## src/ctrl_regs_pkg.sv

```systemverilog
package ctrl_regs_pkg;

  // ---------------------------------------------------------------
  // Register offsets and reset values
  // ---------------------------------------------------------------
  localparam logic [7:0] READOUT_ADDR = 8'h14;
  localparam logic [7:0] TRIGFILT_ADDR = 8'h15;
  localparam logic [7:0] GYROSTAB_ADDR = 8'h16;
  localparam logic [7:0] READOUT_RESET = 8'h00;
  localparam logic [7:0] TRIGFILT_RESET = 8'h00;
  localparam logic [7:0] GYROSTAB_RESET = 8'h00;
  localparam logic [7:0] UNMAPPED_DATA = 8'h00;

  // ---------------------------------------------------------------
  // Field positions
  // ---------------------------------------------------------------
  // readout_and_selftest_ctrl
  localparam int WRAP_LSB = 5;
  localparam int GYRO_SELFTEST_LSB = 2;
  localparam int ACCEL_SELFTEST_LSB = 0;
  // trigger_and_filter_ctrl
  localparam int EDGE_BIT = 7;
  localparam int LEVEL_BIT = 6;
  localparam int LATCH_BIT = 5;
  localparam int ACCEL_HP_OFF_BIT = 4;
  localparam int OFS_WEIGHT_BIT = 3;
  localparam int LP_BW_LSB = 0;
  // gyro_and_stab_ctrl
  localparam int GYRO_HP_OFF_BIT = 7;
  localparam int HP_EN_BIT = 6;
  localparam int HP_CUT_LSB = 4;
  localparam int STAB_SRC_BIT = 2;
  localparam int OFS_CORR_BIT = 1;
  localparam int STAB_SW_BIT = 0;

  // Highest gyro rate code (1.67 kHz) at which every bandwidth code exists.
  localparam logic [3:0] RATE_CODE_1K67 = 4'h8;

  // ---------------------------------------------------------------
  // Codes and carriers
  // ---------------------------------------------------------------
  typedef enum logic [1:0] {
    SELFTEST_NORMAL = 2'h0,
    SELFTEST_POSITIVE = 2'h1,
    SELFTEST_NEGATIVE = 2'h2,
    SELFTEST_ILLEGAL = 2'h3
  } selftest_e;

  typedef enum logic [2:0] {
    TRIG_NONE = 3'h0,
    TRIG_EDGE = 3'h1,
    TRIG_LEVEL = 3'h2,
    TRIG_LATCHED = 3'h3,
    TRIG_FIFO = 3'h4,
    TRIG_ILLEGAL = 3'h5
  } trig_e;

  localparam logic [2:0] TRIG_CODE_EDGE = 3'h4;
  localparam logic [2:0] TRIG_CODE_LEVEL = 3'h2;
  localparam logic [2:0] TRIG_CODE_LATCHED = 3'h3;
  localparam logic [2:0] TRIG_CODE_FIFO = 3'h6;
  localparam logic [2:0] TRIG_CODE_NONE = 3'h0;

  typedef struct packed {
    logic wr;
    logic rd;
    logic [7:0] addr;
    logic [7:0] wdata;
  } reg_access_s;

  typedef struct packed {
    logic wrap_accel;
    logic wrap_gyro;
    selftest_e gyro_selftest;
    selftest_e accel_selftest;
    trig_e trigger_mode;
    logic accel_hiperf_en;
    logic offset_coarse;
    logic [2:0] gyro_lowpass_bw_sel;
    logic gyro_lowpass_active;
    logic gyro_lowpass_bw_valid;
    logic gyro_hiperf_en;
    logic gyro_highpass_active;
    logic [1:0] gyro_highpass_cutoff;
    logic stab_chain_on;
    logic accel_offset_corr_en;
  } sensor_ctrl_s;

endpackage

```

## src/ctrl_byte_reg.sv

```systemverilog
`timescale 1ns/1ps
module ctrl_byte_reg
  import ctrl_regs_pkg::*;
#(
  parameter logic [7:0] ADDR = 8'h00,
  parameter logic [7:0] RESET = 8'h00
)
(
  // Clock and reset
  input wire logic clk,
  input wire logic resetn,
  // Register access
  input wire reg_access_s acc,
  output logic [7:0] value
);

  typedef struct packed {
    logic [7:0] value;
  } byte_state_s;

  byte_state_s state_reg;
  byte_state_s state_next;

  // The value holds until rewritten; reserved bits are stored as written.
  always_comb
  begin
    state_next = state_reg;
    if (acc.wr && acc.addr == ADDR)
    begin
      state_next.value = acc.wdata; // RULE17
    end
  end

  always_ff @(posedge clk or negedge resetn)
  begin
    if (!resetn)
    begin
      state_reg <= '{value: RESET};
    end
    else
    begin
      state_reg <= state_next;
    end
  end

  assign value = state_reg.value;

endmodule

```

## src/sensor_chain_control_regs.sv

```systemverilog
`timescale 1ns/1ps
// How it works
// RULE1: Wrap field picks circular burst-read group.
// RULE2: Gyro self-test: normal, positive, negative; 10 illegal.
// RULE3: Accel self-test: normal, positive, negative; 11 illegal.
// RULE4: Edge, level, latch bits select trigger mode.
// RULE5: Accel performance bit 1 disables high-performance mode.
// RULE6: Offset weight bit picks fine or coarse scale.
// RULE7: Bandwidth codes 100-111 unavailable above 1.67 kHz.
// RULE8: Gyro performance bit 1 disables high-performance mode.
// RULE9: High-pass acts only in gyro high-performance mode.
// RULE10: Two-bit field selects gyro high-pass cutoff.
// RULE11: Control-source bit picks aux port or primary.
// RULE12: Primary switch bit turns stabilization on/off.
// RULE13: Host sets stabilization up via aux port first.
// RULE14: Offset correction enable inserts offset into path.
// RULE15: Host writes zero to reserved bits.
// RULE16: Gyro low-pass acts only with path enable.
// RULE17: Registers hold written value until rewrite/reset.
module sensor_chain_control_regs
  import ctrl_regs_pkg::*;
(
  // Clock and reset
  input wire logic clk,
  input wire logic resetn,
  // Register access from the serial interface front end
  input wire reg_access_s acc,
  output logic [7:0] rdata,
  output logic rvalid,
  // Context from the rest of the sensor
  input wire logic [3:0] gyro_rate_code,
  input wire logic gyro_lowpass_path_en,
  input wire logic aux_stab_on,
  // Decoded controls
  output sensor_ctrl_s ctrl
);

  // ---------------------------------------------------------------
  // Register storage
  // ---------------------------------------------------------------
  logic [7:0] readout_and_selftest_ctrl;
  logic [7:0] trigger_and_filter_ctrl;
  logic [7:0] gyro_and_stab_ctrl;

  ctrl_byte_reg #(.ADDR(READOUT_ADDR), .RESET(READOUT_RESET)) u_readout (
    .clk(clk),
    .resetn(resetn),
    .acc(acc),
    .value(readout_and_selftest_ctrl)
  );

  ctrl_byte_reg #(.ADDR(TRIGFILT_ADDR), .RESET(TRIGFILT_RESET)) u_trigfilt (
    .clk(clk),
    .resetn(resetn),
    .acc(acc),
    .value(trigger_and_filter_ctrl)
  );

  ctrl_byte_reg #(.ADDR(GYROSTAB_ADDR), .RESET(GYROSTAB_RESET)) u_gyrostab (
    .clk(clk),
    .resetn(resetn),
    .acc(acc),
    .value(gyro_and_stab_ctrl)
  );

  // ---------------------------------------------------------------
  // Read path
  // ---------------------------------------------------------------
  typedef struct packed {
    logic [7:0] rdata;
    logic rvalid;
  } read_state_s;

  read_state_s state_reg;
  read_state_s state_next;

  always_comb
  begin
    state_next = state_reg;
    state_next.rvalid = acc.rd;
    if (acc.rd)
    begin
      unique case (acc.addr)
        READOUT_ADDR: state_next.rdata = readout_and_selftest_ctrl; // RULE17
        TRIGFILT_ADDR: state_next.rdata = trigger_and_filter_ctrl; // RULE17
        GYROSTAB_ADDR: state_next.rdata = gyro_and_stab_ctrl; // RULE17
        default: state_next.rdata = UNMAPPED_DATA;
      endcase
    end
  end

  always_ff @(posedge clk or negedge resetn)
  begin
    if (!resetn)
    begin
      state_reg <= '{rdata: UNMAPPED_DATA, rvalid: 1'b0};
    end
    else
    begin
      state_reg <= state_next;
    end
  end

  assign rdata = state_reg.rdata;
  assign rvalid = state_reg.rvalid;

  // ---------------------------------------------------------------
  // Field decode
  // ---------------------------------------------------------------
  logic [1:0] gyro_selftest_sel;
  logic [1:0] accel_selftest_sel;
  logic [2:0] trig_code;
  logic gyro_hiperf_on;

  assign gyro_selftest_sel = readout_and_selftest_ctrl[GYRO_SELFTEST_LSB +: 2];
  assign accel_selftest_sel = readout_and_selftest_ctrl[ACCEL_SELFTEST_LSB +: 2];
  assign trig_code = {trigger_and_filter_ctrl[EDGE_BIT], trigger_and_filter_ctrl[LEVEL_BIT],
                      trigger_and_filter_ctrl[LATCH_BIT]};
  assign gyro_hiperf_on = !gyro_and_stab_ctrl[GYRO_HP_OFF_BIT]; // RULE8

  // Forbidden self-test codes are not mapped to normal mode; they decode to
  // SELFTEST_ILLEGAL, so a bad host write is flagged to the rest of the sensor.
  always_comb
  begin
    ctrl = '0;
    ctrl.wrap_accel = readout_and_selftest_ctrl[WRAP_LSB]; // RULE1
    ctrl.wrap_gyro = readout_and_selftest_ctrl[WRAP_LSB + 1]; // RULE1
    unique case (gyro_selftest_sel) // RULE2
      2'b00: ctrl.gyro_selftest = SELFTEST_NORMAL;
      2'b01: ctrl.gyro_selftest = SELFTEST_POSITIVE;
      2'b11: ctrl.gyro_selftest = SELFTEST_NEGATIVE;
      2'b10: ctrl.gyro_selftest = SELFTEST_ILLEGAL;
    endcase
    unique case (accel_selftest_sel) // RULE3
      2'b00: ctrl.accel_selftest = SELFTEST_NORMAL;
      2'b01: ctrl.accel_selftest = SELFTEST_POSITIVE;
      2'b10: ctrl.accel_selftest = SELFTEST_NEGATIVE;
      2'b11: ctrl.accel_selftest = SELFTEST_ILLEGAL;
    endcase
    case (trig_code) // RULE4
      TRIG_CODE_NONE: ctrl.trigger_mode = TRIG_NONE;
      TRIG_CODE_EDGE: ctrl.trigger_mode = TRIG_EDGE;
      TRIG_CODE_LEVEL: ctrl.trigger_mode = TRIG_LEVEL;
      TRIG_CODE_LATCHED: ctrl.trigger_mode = TRIG_LATCHED;
      TRIG_CODE_FIFO: ctrl.trigger_mode = TRIG_FIFO;
      default: ctrl.trigger_mode = TRIG_ILLEGAL;
    endcase
    ctrl.accel_hiperf_en = !trigger_and_filter_ctrl[ACCEL_HP_OFF_BIT]; // RULE5
    ctrl.offset_coarse = trigger_and_filter_ctrl[OFS_WEIGHT_BIT]; // RULE6
    ctrl.gyro_lowpass_bw_sel = trigger_and_filter_ctrl[LP_BW_LSB +: 3];
    ctrl.gyro_lowpass_active = gyro_lowpass_path_en; // RULE16
    ctrl.gyro_lowpass_bw_valid = !(trigger_and_filter_ctrl[LP_BW_LSB + 2]
                                   && gyro_rate_code > RATE_CODE_1K67); // RULE7
    ctrl.gyro_hiperf_en = gyro_hiperf_on; // RULE8
    ctrl.gyro_highpass_active = gyro_and_stab_ctrl[HP_EN_BIT] && gyro_hiperf_on; // RULE9
    ctrl.gyro_highpass_cutoff = gyro_and_stab_ctrl[HP_CUT_LSB +: 2]; // RULE10
    // With the source bit low the aux port owns the chain, which also
    // covers the initial setup that must go through that port.
    ctrl.stab_chain_on = gyro_and_stab_ctrl[STAB_SRC_BIT] ? // RULE11
                         gyro_and_stab_ctrl[STAB_SW_BIT] : aux_stab_on; // RULE12 RULE13
    ctrl.accel_offset_corr_en = gyro_and_stab_ctrl[OFS_CORR_BIT]; // RULE14
  end
endmodule

```

## config.mk

```make
export PLATFORM = sky130hd
export DESIGN_NAME = sensor_chain_control_regs
export DESIGN_NICKNAME = d
export VERILOG_FILES = /design/src/ctrl_regs_pkg.sv /design/src/ctrl_byte_reg.sv /design/src/sensor_chain_control_regs.sv
export SDC_FILE = /design/constraint.sdc
export NUM_CORES = 1
export LEC_CHECK = 0
export ABC_AREA = 1
export CAP_MARGIN = 10
export CORE_MARGIN = 2
export CORE_UTILIZATION = 40
export DETAILED_ROUTE_END_ITERATION = 8
export DONT_BUFFER_PORTS = 1
export HOLD_SLACK_MARGIN = 0.08
export PLACE_DENSITY = 0.55
export RECOVER_POWER = 25
export SLEW_MARGIN = 20
export SYNTH_ARGS = -nofsm -noshare
export SYNTH_HDL_FRONTEND = slang
export SYNTH_SLANG_ARGS = --single-unit
```

## constraint.sdc

```tcl
create_clock -name clk -period 1.4 [get_ports clk]
set_clock_uncertainty 0.15 [all_clocks]
set_input_delay 0.14 -clock clk [delete_from_list [all_inputs] [get_ports clk]]
set_output_delay 0.14 -clock clk [all_outputs]
set_load 0.01 [all_outputs]
```

==> impl_metrics.toml, run 1 <==
[timing]
rsz0062_at_grt = "yes"
worstMarginPinSlew_ns = 0.834
timing.hold.ws_ns = 0.0899
drv_slew = 0
finalSetupViolCount = 1
hold_viol = 0
maxSlewHeadroom = 0.444
fmax_mhz = 700
fin_ws_ns = -0.0283
fin_crit_ns = 1.43
fin_crit_sh = 1.02

[grt]
grt_overflow_total = 0
grt_pass1_wl_um = 6730
grt_pass1_vias = 1344
grt_max_degree = 34
grtUsageTotal = 0.172
antenna_found_initial = 0

[routing]
routed_wl_um = 3960
ant_nets = 0
drtIter0Drc = 33
drt-wirelength-per-cell_um = 14.2
viasPerCell = 4.86
drc = 0
drt-pass1-iter-count = 4
vias = 1361

[clock_tree]
clock_latency_ns = 0.28
cts_buffers = 5
cts_root_buf = "clkbuf_8"
cts_sinks = 33
htreeDepth = 2
cts_tree = "done"
clk_pin_slew_ns = 0.06
clockBufferDepth = 2

[logic_synthesis]
ys_seq_elements = 33
syn_nets = 243
yosysWarningCount = 0
syn_avg_cell_area_um2 = 8.27
yosys.cell_types.count = 20
synth_top_area_cell = "dfrtp_1"
synth_cells = 215
ys_seq_area_frac = 0.464
synth_top_area_frac = 0.464
yosys-top-cells-area = "dfrtp_1 46%, nand2_1 15%, nand3_1 9.0%, o21ai_1 5.6%, buf_4 5.5%"
netlist_area_um2 = 1780

[power]
internal_power_mw = 1.43
combPwrFrac = 0.110
power_frac_seq = 0.539
vdd_drop_max_uv = 660
swShare = 0.263
clkPwrFrac = 0.351
power.switching_mw = 0.509
p_leak_nw = 1.07
p_per_area_nw_per_um2 = 959

[critical_path]
cp_max_fo = 3
timing.rr.start = "u_readout.value[3]"
worstSetupStartpointType = "flop"
worstPathCellList = "ha_2, or2_4"
cpPeakStageDelay_ns = 0.42
r2r_end = "rdata[3]"
crit_required_ns = 1.11
reg2regPathDepth = 5
worstPathArrival_ns = 1.14
slowest_stage = "dfrtp_1"
r2r_setup_slack_ns = 0.27
worstSetupPathType = "flop to output port"
cp-end-kind = "output port"

[run]
drv_cap = 0

[placed_design]
hpwl_um = 2920
place_ws_ns = 0.0984
portBuffers = 0
gp_congestion = 0.795

[final_layout]
layout-drive-gt1-share = 0.184
mostFrequentLayoutCell = "nand2_1"
antenna_cells = 0
nFillCells = 437
syn2layout_area_growth_pct = 13.7
final_cell_mix = "69 x nand2_1, 33 x dfrtp_1, 32 x nand3_1"
fin_nets = 255

[status]
status = "complete, but fails checks"
violations = "setup timing"

[hold_path]
hold_end = "u_trigfilt.value[1]"
worstHoldStart = "acc[10]"
hold_path.class = "input pin to flop"
hold_depth = 5

[floorplanning]
die-area_um2 = 4990
die_x_um = 70.7
num_rows = 24
coreArea_um2 = 4320
die_h_um = 70.7
start_util = 0.411
ios = 57
==> flip-flops by register name (all words and copies together) (netlist names) <==
register and flops:
u_readout.value 8, rvalid 1, rdata 8, u_trigfilt.value 8
u_gyrostab.value 8
==> power by group through the flow <==
stage                     clock network [mW]  logic [mW]  registers [mW]
after floorplan                            0       0.155            1.04
after global placement                     0       0.144            1.06
after detailed placement                   0       0.145            1.06
after CTS                              0.686       0.221            1.04
after global routing                   0.732       0.241            1.05
final                                  0.681       0.213            1.05
==> worst max-delay path by stage <==
stage,from,end,slack (ns)
final,u_readout.value[3],ctrl[19],-0.03
after global routing,u_readout.value[2],ctrl[19],-0.06
after CTS,u_readout.value[2],ctrl[19],-0.03
after detailed placement,acc[13],u_gyrostab.value[7],0.1
after global placement,acc[13],u_gyrostab.value[7],0.11
after floorplan,u_readout.value[3],ctrl[19],0.24
==> Yosys cell counts <==
| cell type | n |
|---|---|
| nor2_4 | 6 |
| buf_1 | 1 |
| o21ai_2 | 4 |
| buf_6 | 2 |
| nand3_1 | 32 |
| nand2_4 | 4 |
| inv_2 | 2 |
| buf_4 | 13 |
| ha_1 | 2 |
| nor2_8 | 1 |
| inv_1 | 16 |
| clkbuf_1 | 3 |
| o21ai_1 | 20 |
| or2_2 | 1 |
| dfrtp_1 | 33 |
| nor2_1 | 2 |
| a21oi_1 | 1 |
| o311ai_0 | 1 |
| nand2_1 | 69 |
| o21ai_0 | 2 |
==> cell families after synthesis <==
group / count (synthesis) / share of synthesized area
AO/OA/AOI/OAI: 28 / 0.0894
AND/OR/NAND/NOR: 115 / 0.318
flip-flops: 33 / 0.464
adder cells (fa/ha/maj): 2 / 0.0141
buffers and inverters: 37 / 0.114
==> layer usage <==
layer	track usage	vias up	part of all wire
met5	0	-	0
met4	0.0566	0	0.012
met3	0.0484	5	0.062
met2	0.270	38	0.46
met1	0.232	617	0.47
li1	-	701	-
==> worst max-delay path: cells and delay by family (launching register included) <==
kind,cells,cell delay (ns)
and+or+nand+nor,1,0.25
adders and majority gates,1,0.18
DFF,1,0.42
==> stage by stage <==
stage / power, mW / cell area, um2 / util / TNS, ns / cells
CTS: 1.95 / 2010 / 0.466 / -0.0281 / 279
detailed placement: 1.21 / 1770 / 0.409 / 0 / 256
global placement: 1.21 / 1770 / 0.409 / 0 / 256
floorplan: 1.19 / 1780 / - / 0 / 215
finish: 1.94 / 2020 / 0.468 / -0.0283 / 280
global route: 2.02 / 2020 / 0.468 / -0.0848 / 280
==> final cells by class <==
| type | instances | area, um2 | area share |
|---|---|---|---|
| clock buffer | 8 | 80.1 | 0.0396 |
| inverter | 18 | 67.6 | 0.0334 |
| multi-input combinational | 145 | 763 | 0.377 |
| sequential | 33 | 826 | 0.408 |
| tap | 52 | 65.1 | 0.0322 |
| timing repair buffer | 24 | 220 | 0.109 |
==> repair_timing <==
item	CTS	global route
hold endpoints to repair	66	0
hold buffers	13	0
setup buffers	2	1
pin swaps	1	2
setup endpoints to repair	2	10
gates resized for setup	5	3
Power figures use the tool's default switching activity.
==> inputs of run 2 (changes only) <==
Settings changed: MAX_ROUTING_LAYER set to met4.
==> run 2 against run 1 <==
Against the previous run:
- the run still ends with setup timing left
- sequential cell count did not move
- via count down 0.81%
- setup slack better by 0.0050 ns
- power fell by 0.45%
- die area is the same
- hold slack about the same
- largest cell class unchanged
- final area stayed put
- first-iteration DRC count is 24% higher
- clock power down 1%
- routed wire length shrank 0.61%
- combinational power barely moved
==> impl_metrics.toml, run 2 (same netlist as run 1, synthesis figures left out) <==
[grt]
grt_overflow_total = 0
grtUsageTotal = 0.178
grt_pass1_vias = 1344
grt_pass1_wl_um = 6710
antenna_found_initial = 0
grt_max_degree = 34

[final_layout]
nFillCells = 437
fin_nets = 255
layout-drive-gt1-share = 0.184
final_cell_mix = "69 x nand2_1, 33 x dfrtp_1, 32 x nand3_1"
multiInputGateArea_um2 = 763
mostFrequentLayoutCell = "nand2_1"
antenna_cells = 0
syn2layout_area_growth_pct = 13.7
ff_latch_area_um2 = 826
stdcell_area_um2 = 2020

[clock_tree]
clockBufferDepth = 2
cts_buffers = 5
cts_root_buf = "clkbuf_8"
htreeDepth = 2
cts_tree = "done"
cts_sinks = 33
clk_pin_slew_ns = 0.06
clock_latency_ns = 0.27

[timing]
drv_slew = 0
hold_viol = 0
worstMarginPinSlew_ns = 0.828
rsz0062_at_grt = "yes"
timing.hold.ws_ns = 0.0903
fmax_mhz = 703
tns_ns = -0.0233
fin_crit_sh = 1.02
finalSetupViolCount = 1
fin_crit_ns = 1.42
fin_ws_ns = -0.0233
maxSlewHeadroom = 0.448

[routing]
ant_nets = 0
drt-pass1-iter-count = 5
drt-wirelength-per-cell_um = 14.1
routed_wl_um = 3940
drc = 0
vias = 1350
drtIter0Drc = 41
viasPerCell = 4.82

[critical_path]
cp-end-kind = "output port"
r2r_end = "rdata[3]"
crit_start = "u_readout.value[3]"
cp_max_fo = 3
worstPathArrival_ns = 1.13
worstSetupStartpointType = "flop"
r2r_setup_slack_ns = 0.27
reg2regPathDepth = 5
crit_required_ns = 1.11
worstSetupPathType = "flop to output port"
timing.rr.start = "u_readout.value[3]"

[status]
status = "complete, but fails checks"
violations = "setup timing"

[placed_design]
placedInstanceArea_um2 = 1770
portBuffers = 0
hpwl_um = 2920
gp_congestion = 0.807
place_ws_ns = 0.0984

[power]
p_per_area_nw_per_um2 = 955
internal_power_mw = 1.43
combPwrFrac = 0.110
vdd_drop_max_uv = 657
power.switching_mw = 0.501
swShare = 0.259
clkPwrFrac = 0.348
p_leak_nw = 1.07
power_frac_seq = 0.541

[hold_path]
hold_depth = 5
worstHoldStart = "acc[10]"
hold_end = "u_trigfilt.value[1]"
hold_path.class = "input pin to flop"

[floorplanning]
ios = 57
die_x_um = 70.7
coreArea_um2 = 4320
start_util = 0.411
die_h_um = 70.7
num_rows = 24
die-area_um2 = 4990

[run]
drv_cap = 0
-- run 2: layer usage --
metal  part of all wire  up-vias  GRT usage
met5                  0        -          -
li1                   -      701          -
met1               0.47      610      0.233
met4              0.012        0     0.0566
met2               0.46       34      0.270
met3              0.063        5     0.0470
-- run 2: timing repair --
item	4_1_cts	5_1_grt
setup buffers	2	1
setup endpoints to repair	2	10
pin swaps	1	2
endpoints found under the hold margin	66	0
hold buffers	13	0
gates resized for setup	5	3
-- run 2: worst max path at each step --
stage               slack (ns)  depth (start not counted)             endpoint
detailed placement         0.1                          7  u_gyrostab.value[7]
floorplan                 0.24                          2             ctrl[19]
global placement          0.11                          7  u_gyrostab.value[7]
finish                   -0.02                          2             ctrl[19]
global route             -0.06                          3             ctrl[19]
CTS                      -0.03                          3             ctrl[19]
-- run 2: final cells by class --
class	instances	area share
multi-input cells	145	0.377
flip-flops and latches	33	0.408
inverters	18	0.0334
clock buffers	8	0.0396
repair buffers	24	0.109
well taps	52	0.0322
-- run 2: per-stage QoR --
step / power (mW) / cells / util
detailed placement: 1.21 / 256 / 0.409
CTS: 1.95 / 279 / 0.466
floorplan: 1.19 / 215 / -
finish: 1.93 / 280 / 0.468
global route: 2.02 / 280 / 0.468
global placement: 1.21 / 256 / 0.409
-- run 2: critical path: stages (launching register included) --
cell and delay [ns]:
dfrtp_1 0.42, ha_2 0.18, or2_4 0.25
-- run 2: power groups by stage --
| stage | clock (mW) | combinational, mW | sequential, mW |
|---|---|---|---|
| 6_report | 0.672 | 0.213 | 1.05 |
| 5_1_grt | 0.731 | 0.241 | 1.05 |
| 4_1_cts | 0.686 | 0.221 | 1.04 |
| 3_5_place_dp | 0 | 0.145 | 1.06 |
| 3_3_place_gp | 0 | 0.144 | 1.06 |
| 2_1_floorplan | 0 | 0.155 | 1.04 |
==> inputs of run 3 (changes only) <==
Settings changed: CORE_ASPECT_RATIO set to 1.75, PLACE_DENSITY 0.55 to 0.51, SKIP_CTS_REPAIR_TIMING set to 1.
==> run 3 against run 2 <==
Against the previous run:
- the run still ends with setup timing left
- setup slack got worse by 0.045 ns
- power rose by 14%
- global-route usage rose by 1.2 points
- count of clock-buffer cells in the layout fell by 1
- cell count fell by 1.4%
- die area rose by 0.41%
- register-to-register slack improved by 0.02 ns
- sequential share of layout area fell by 0.064 points
- critical path type unchanged
- critical endpoint unchanged
- largest power group unchanged
==> impl_metrics.toml, run 3 (same netlist as run 1, synthesis figures left out) <==
[timing]
fin_ws_ns = -0.0684
fin_crit_sh = 1.05
worstMarginPinSlew_ns = 0.821
finalSetupViolCount = 1
fin_crit_ns = 1.47
maxSlewHeadroom = 0.452
rsz0062_at_grt = "yes"
drv_slew = 0
timing.hold.ws_ns = 0.0889
fmax_mhz = 681
hold_viol = 0

[placed_design]
hpwl_um = 2990
place_ws_ns = 0.0652
gp_congestion = 0.886
portBuffers = 0
dpl.cell_count = 253

[routing]
routed_wl_um = 4120
vias = 1441
drc = 0
drtIter0Drc = 51
drt-pass1-iter-count = 4
ant_nets = 0
viasPerCell = 5.22
drt-wirelength-per-cell_um = 14.9

[final_layout]
fin_nets = 252
mostFrequentLayoutCell = "nand2_1"
final_cell_mix = "69 x nand2_1, 32 x nand3_1, 32 x dfrtp_1"
syn2layout_area_growth_pct = 14.1
layout-drive-gt1-share = 0.196
finish.utilization = 0.469
instances_no_fill = 276
antenna_cells = 0

[clock_tree]
cts_root_buf = "clkbuf_8"
cts_tree = "done"
htreeDepth = 2
clockBufferDepth = 2
cts_buffers = 5
clock_latency_ns = 0.28
cts_sinks = 33
clk_pin_slew_ns = 0.07

[grt]
grt_pass1_wl_um = 6760
grtUsageTotal = 0.190
grt_pass1_vias = 1458
grt_overflow_total = 0
grt_max_degree = 34
antenna_found_initial = 0

[power]
swShare = 0.244
total_power_mw = 2.20
vdd_drop_max_uv = 816
p_per_area_nw_per_um2 = 1080
combPwrFrac = 0.099
internal_power_mw = 1.66
p_leak_nw = 1.07
power_frac_seq = 0.478
clkPwrFrac = 0.423
power.switching_mw = 0.536

[run]
drv_cap = 0

[floorplanning]
die-area_um2 = 5010
ios = 57
coreArea_um2 = 4320
die_x_um = 54.4
die_h_um = 92.2
start_util = 0.411
num_rows = 32

[critical_path]
worstPathCellList = "ha_2, or2_4"
worstPathArrival_ns = 1.18
worstSetupStartpointType = "flop"
crit_required_ns = 1.11
slowest_stage = "dfrtp_1"
worstSetupPathType = "flop to output port"
cp_max_fo = 3
cp-end-kind = "output port"
cpPeakStageDelay_ns = 0.44

[status]
status = "complete, but fails checks"
violations = "setup timing"

[hold_path]
hold_path.class = "input pin to flop"
-- run 3: cell count changes in the layout (fill, tap and decap cells not counted), sizes merged --
cell / change
clkbuf: -1
buf: -1
dlygate4sd3: -2
bufinv: +1
-- run 3: per-layer routing --
metal,GRT usage,wire (um),vias to the layer above
met5,-,0,-
met1,0.211,1600,681
met4,0.0833,102,0
met2,0.301,2160,52
li1,-,-,699
met3,0.0603,252,9
-- run 3: final timing paths --
| path | from | endpoint | slack (ns) | cells past startpoint |
|---|---|---|---|---|
| setup / recovery | u_readout.value[3] | ctrl[19] | -0.07 | 2 |
| hold / removal | acc[8] | u_trigfilt.value[3] | 0.09 | 5 |
| setup reg to reg | u_readout.value[3] | rdata[3] | 0.29 | 5 |
| hold reg to reg | u_readout.value[7] | u_readout.value[7] | 0.34 | 2 |
| max in group asynchronous | resetn | u_trigfilt.value[2] | 0.20 | 2 |
| min in group asynchronous | resetn | u_trigfilt.value[3] | 0.34 | 2 |
-- run 3: stage by stage --
step                      area (um2)  TNS (ns)
after global placement          1750         0
after CTS                       1870    -0.228
after global routing            2030   -0.0983
after detailed placement        1750         0
final                           2030   -0.0684
after floorplan                 1780         0
-- run 3: power by group through the flow --
stage | Combinational [mW] | Clock, mW | Sequential (mW)
after floorplan | 0.155 | 0 | 1.04
after global placement | 0.140 | 0 | 1.06
after detailed placement | 0.144 | 0 | 1.07
after CTS | 0.145 | 0.939 | 1.05
after global routing | 0.246 | 0.989 | 1.05
final | 0.218 | 0.929 | 1.05
-- run 3: final cells by class --
cell class	count	area, um2
inverters	18	67.6
repair buffers	21	180
multi-input cells	145	773
well taps	51	63.8
clock buffers	7	86.3
clock inverters	1	30.0
fillers	445	2300
flip-flops and latches	33	827
-- run 3: critical path: cells and delay by family, from the launching register on --
family	cells	cell delay, ns
flip-flops	1	0.44
adder cells (fa/ha/maj)	1	0.20
AND/OR/NAND/NOR	1	0.26
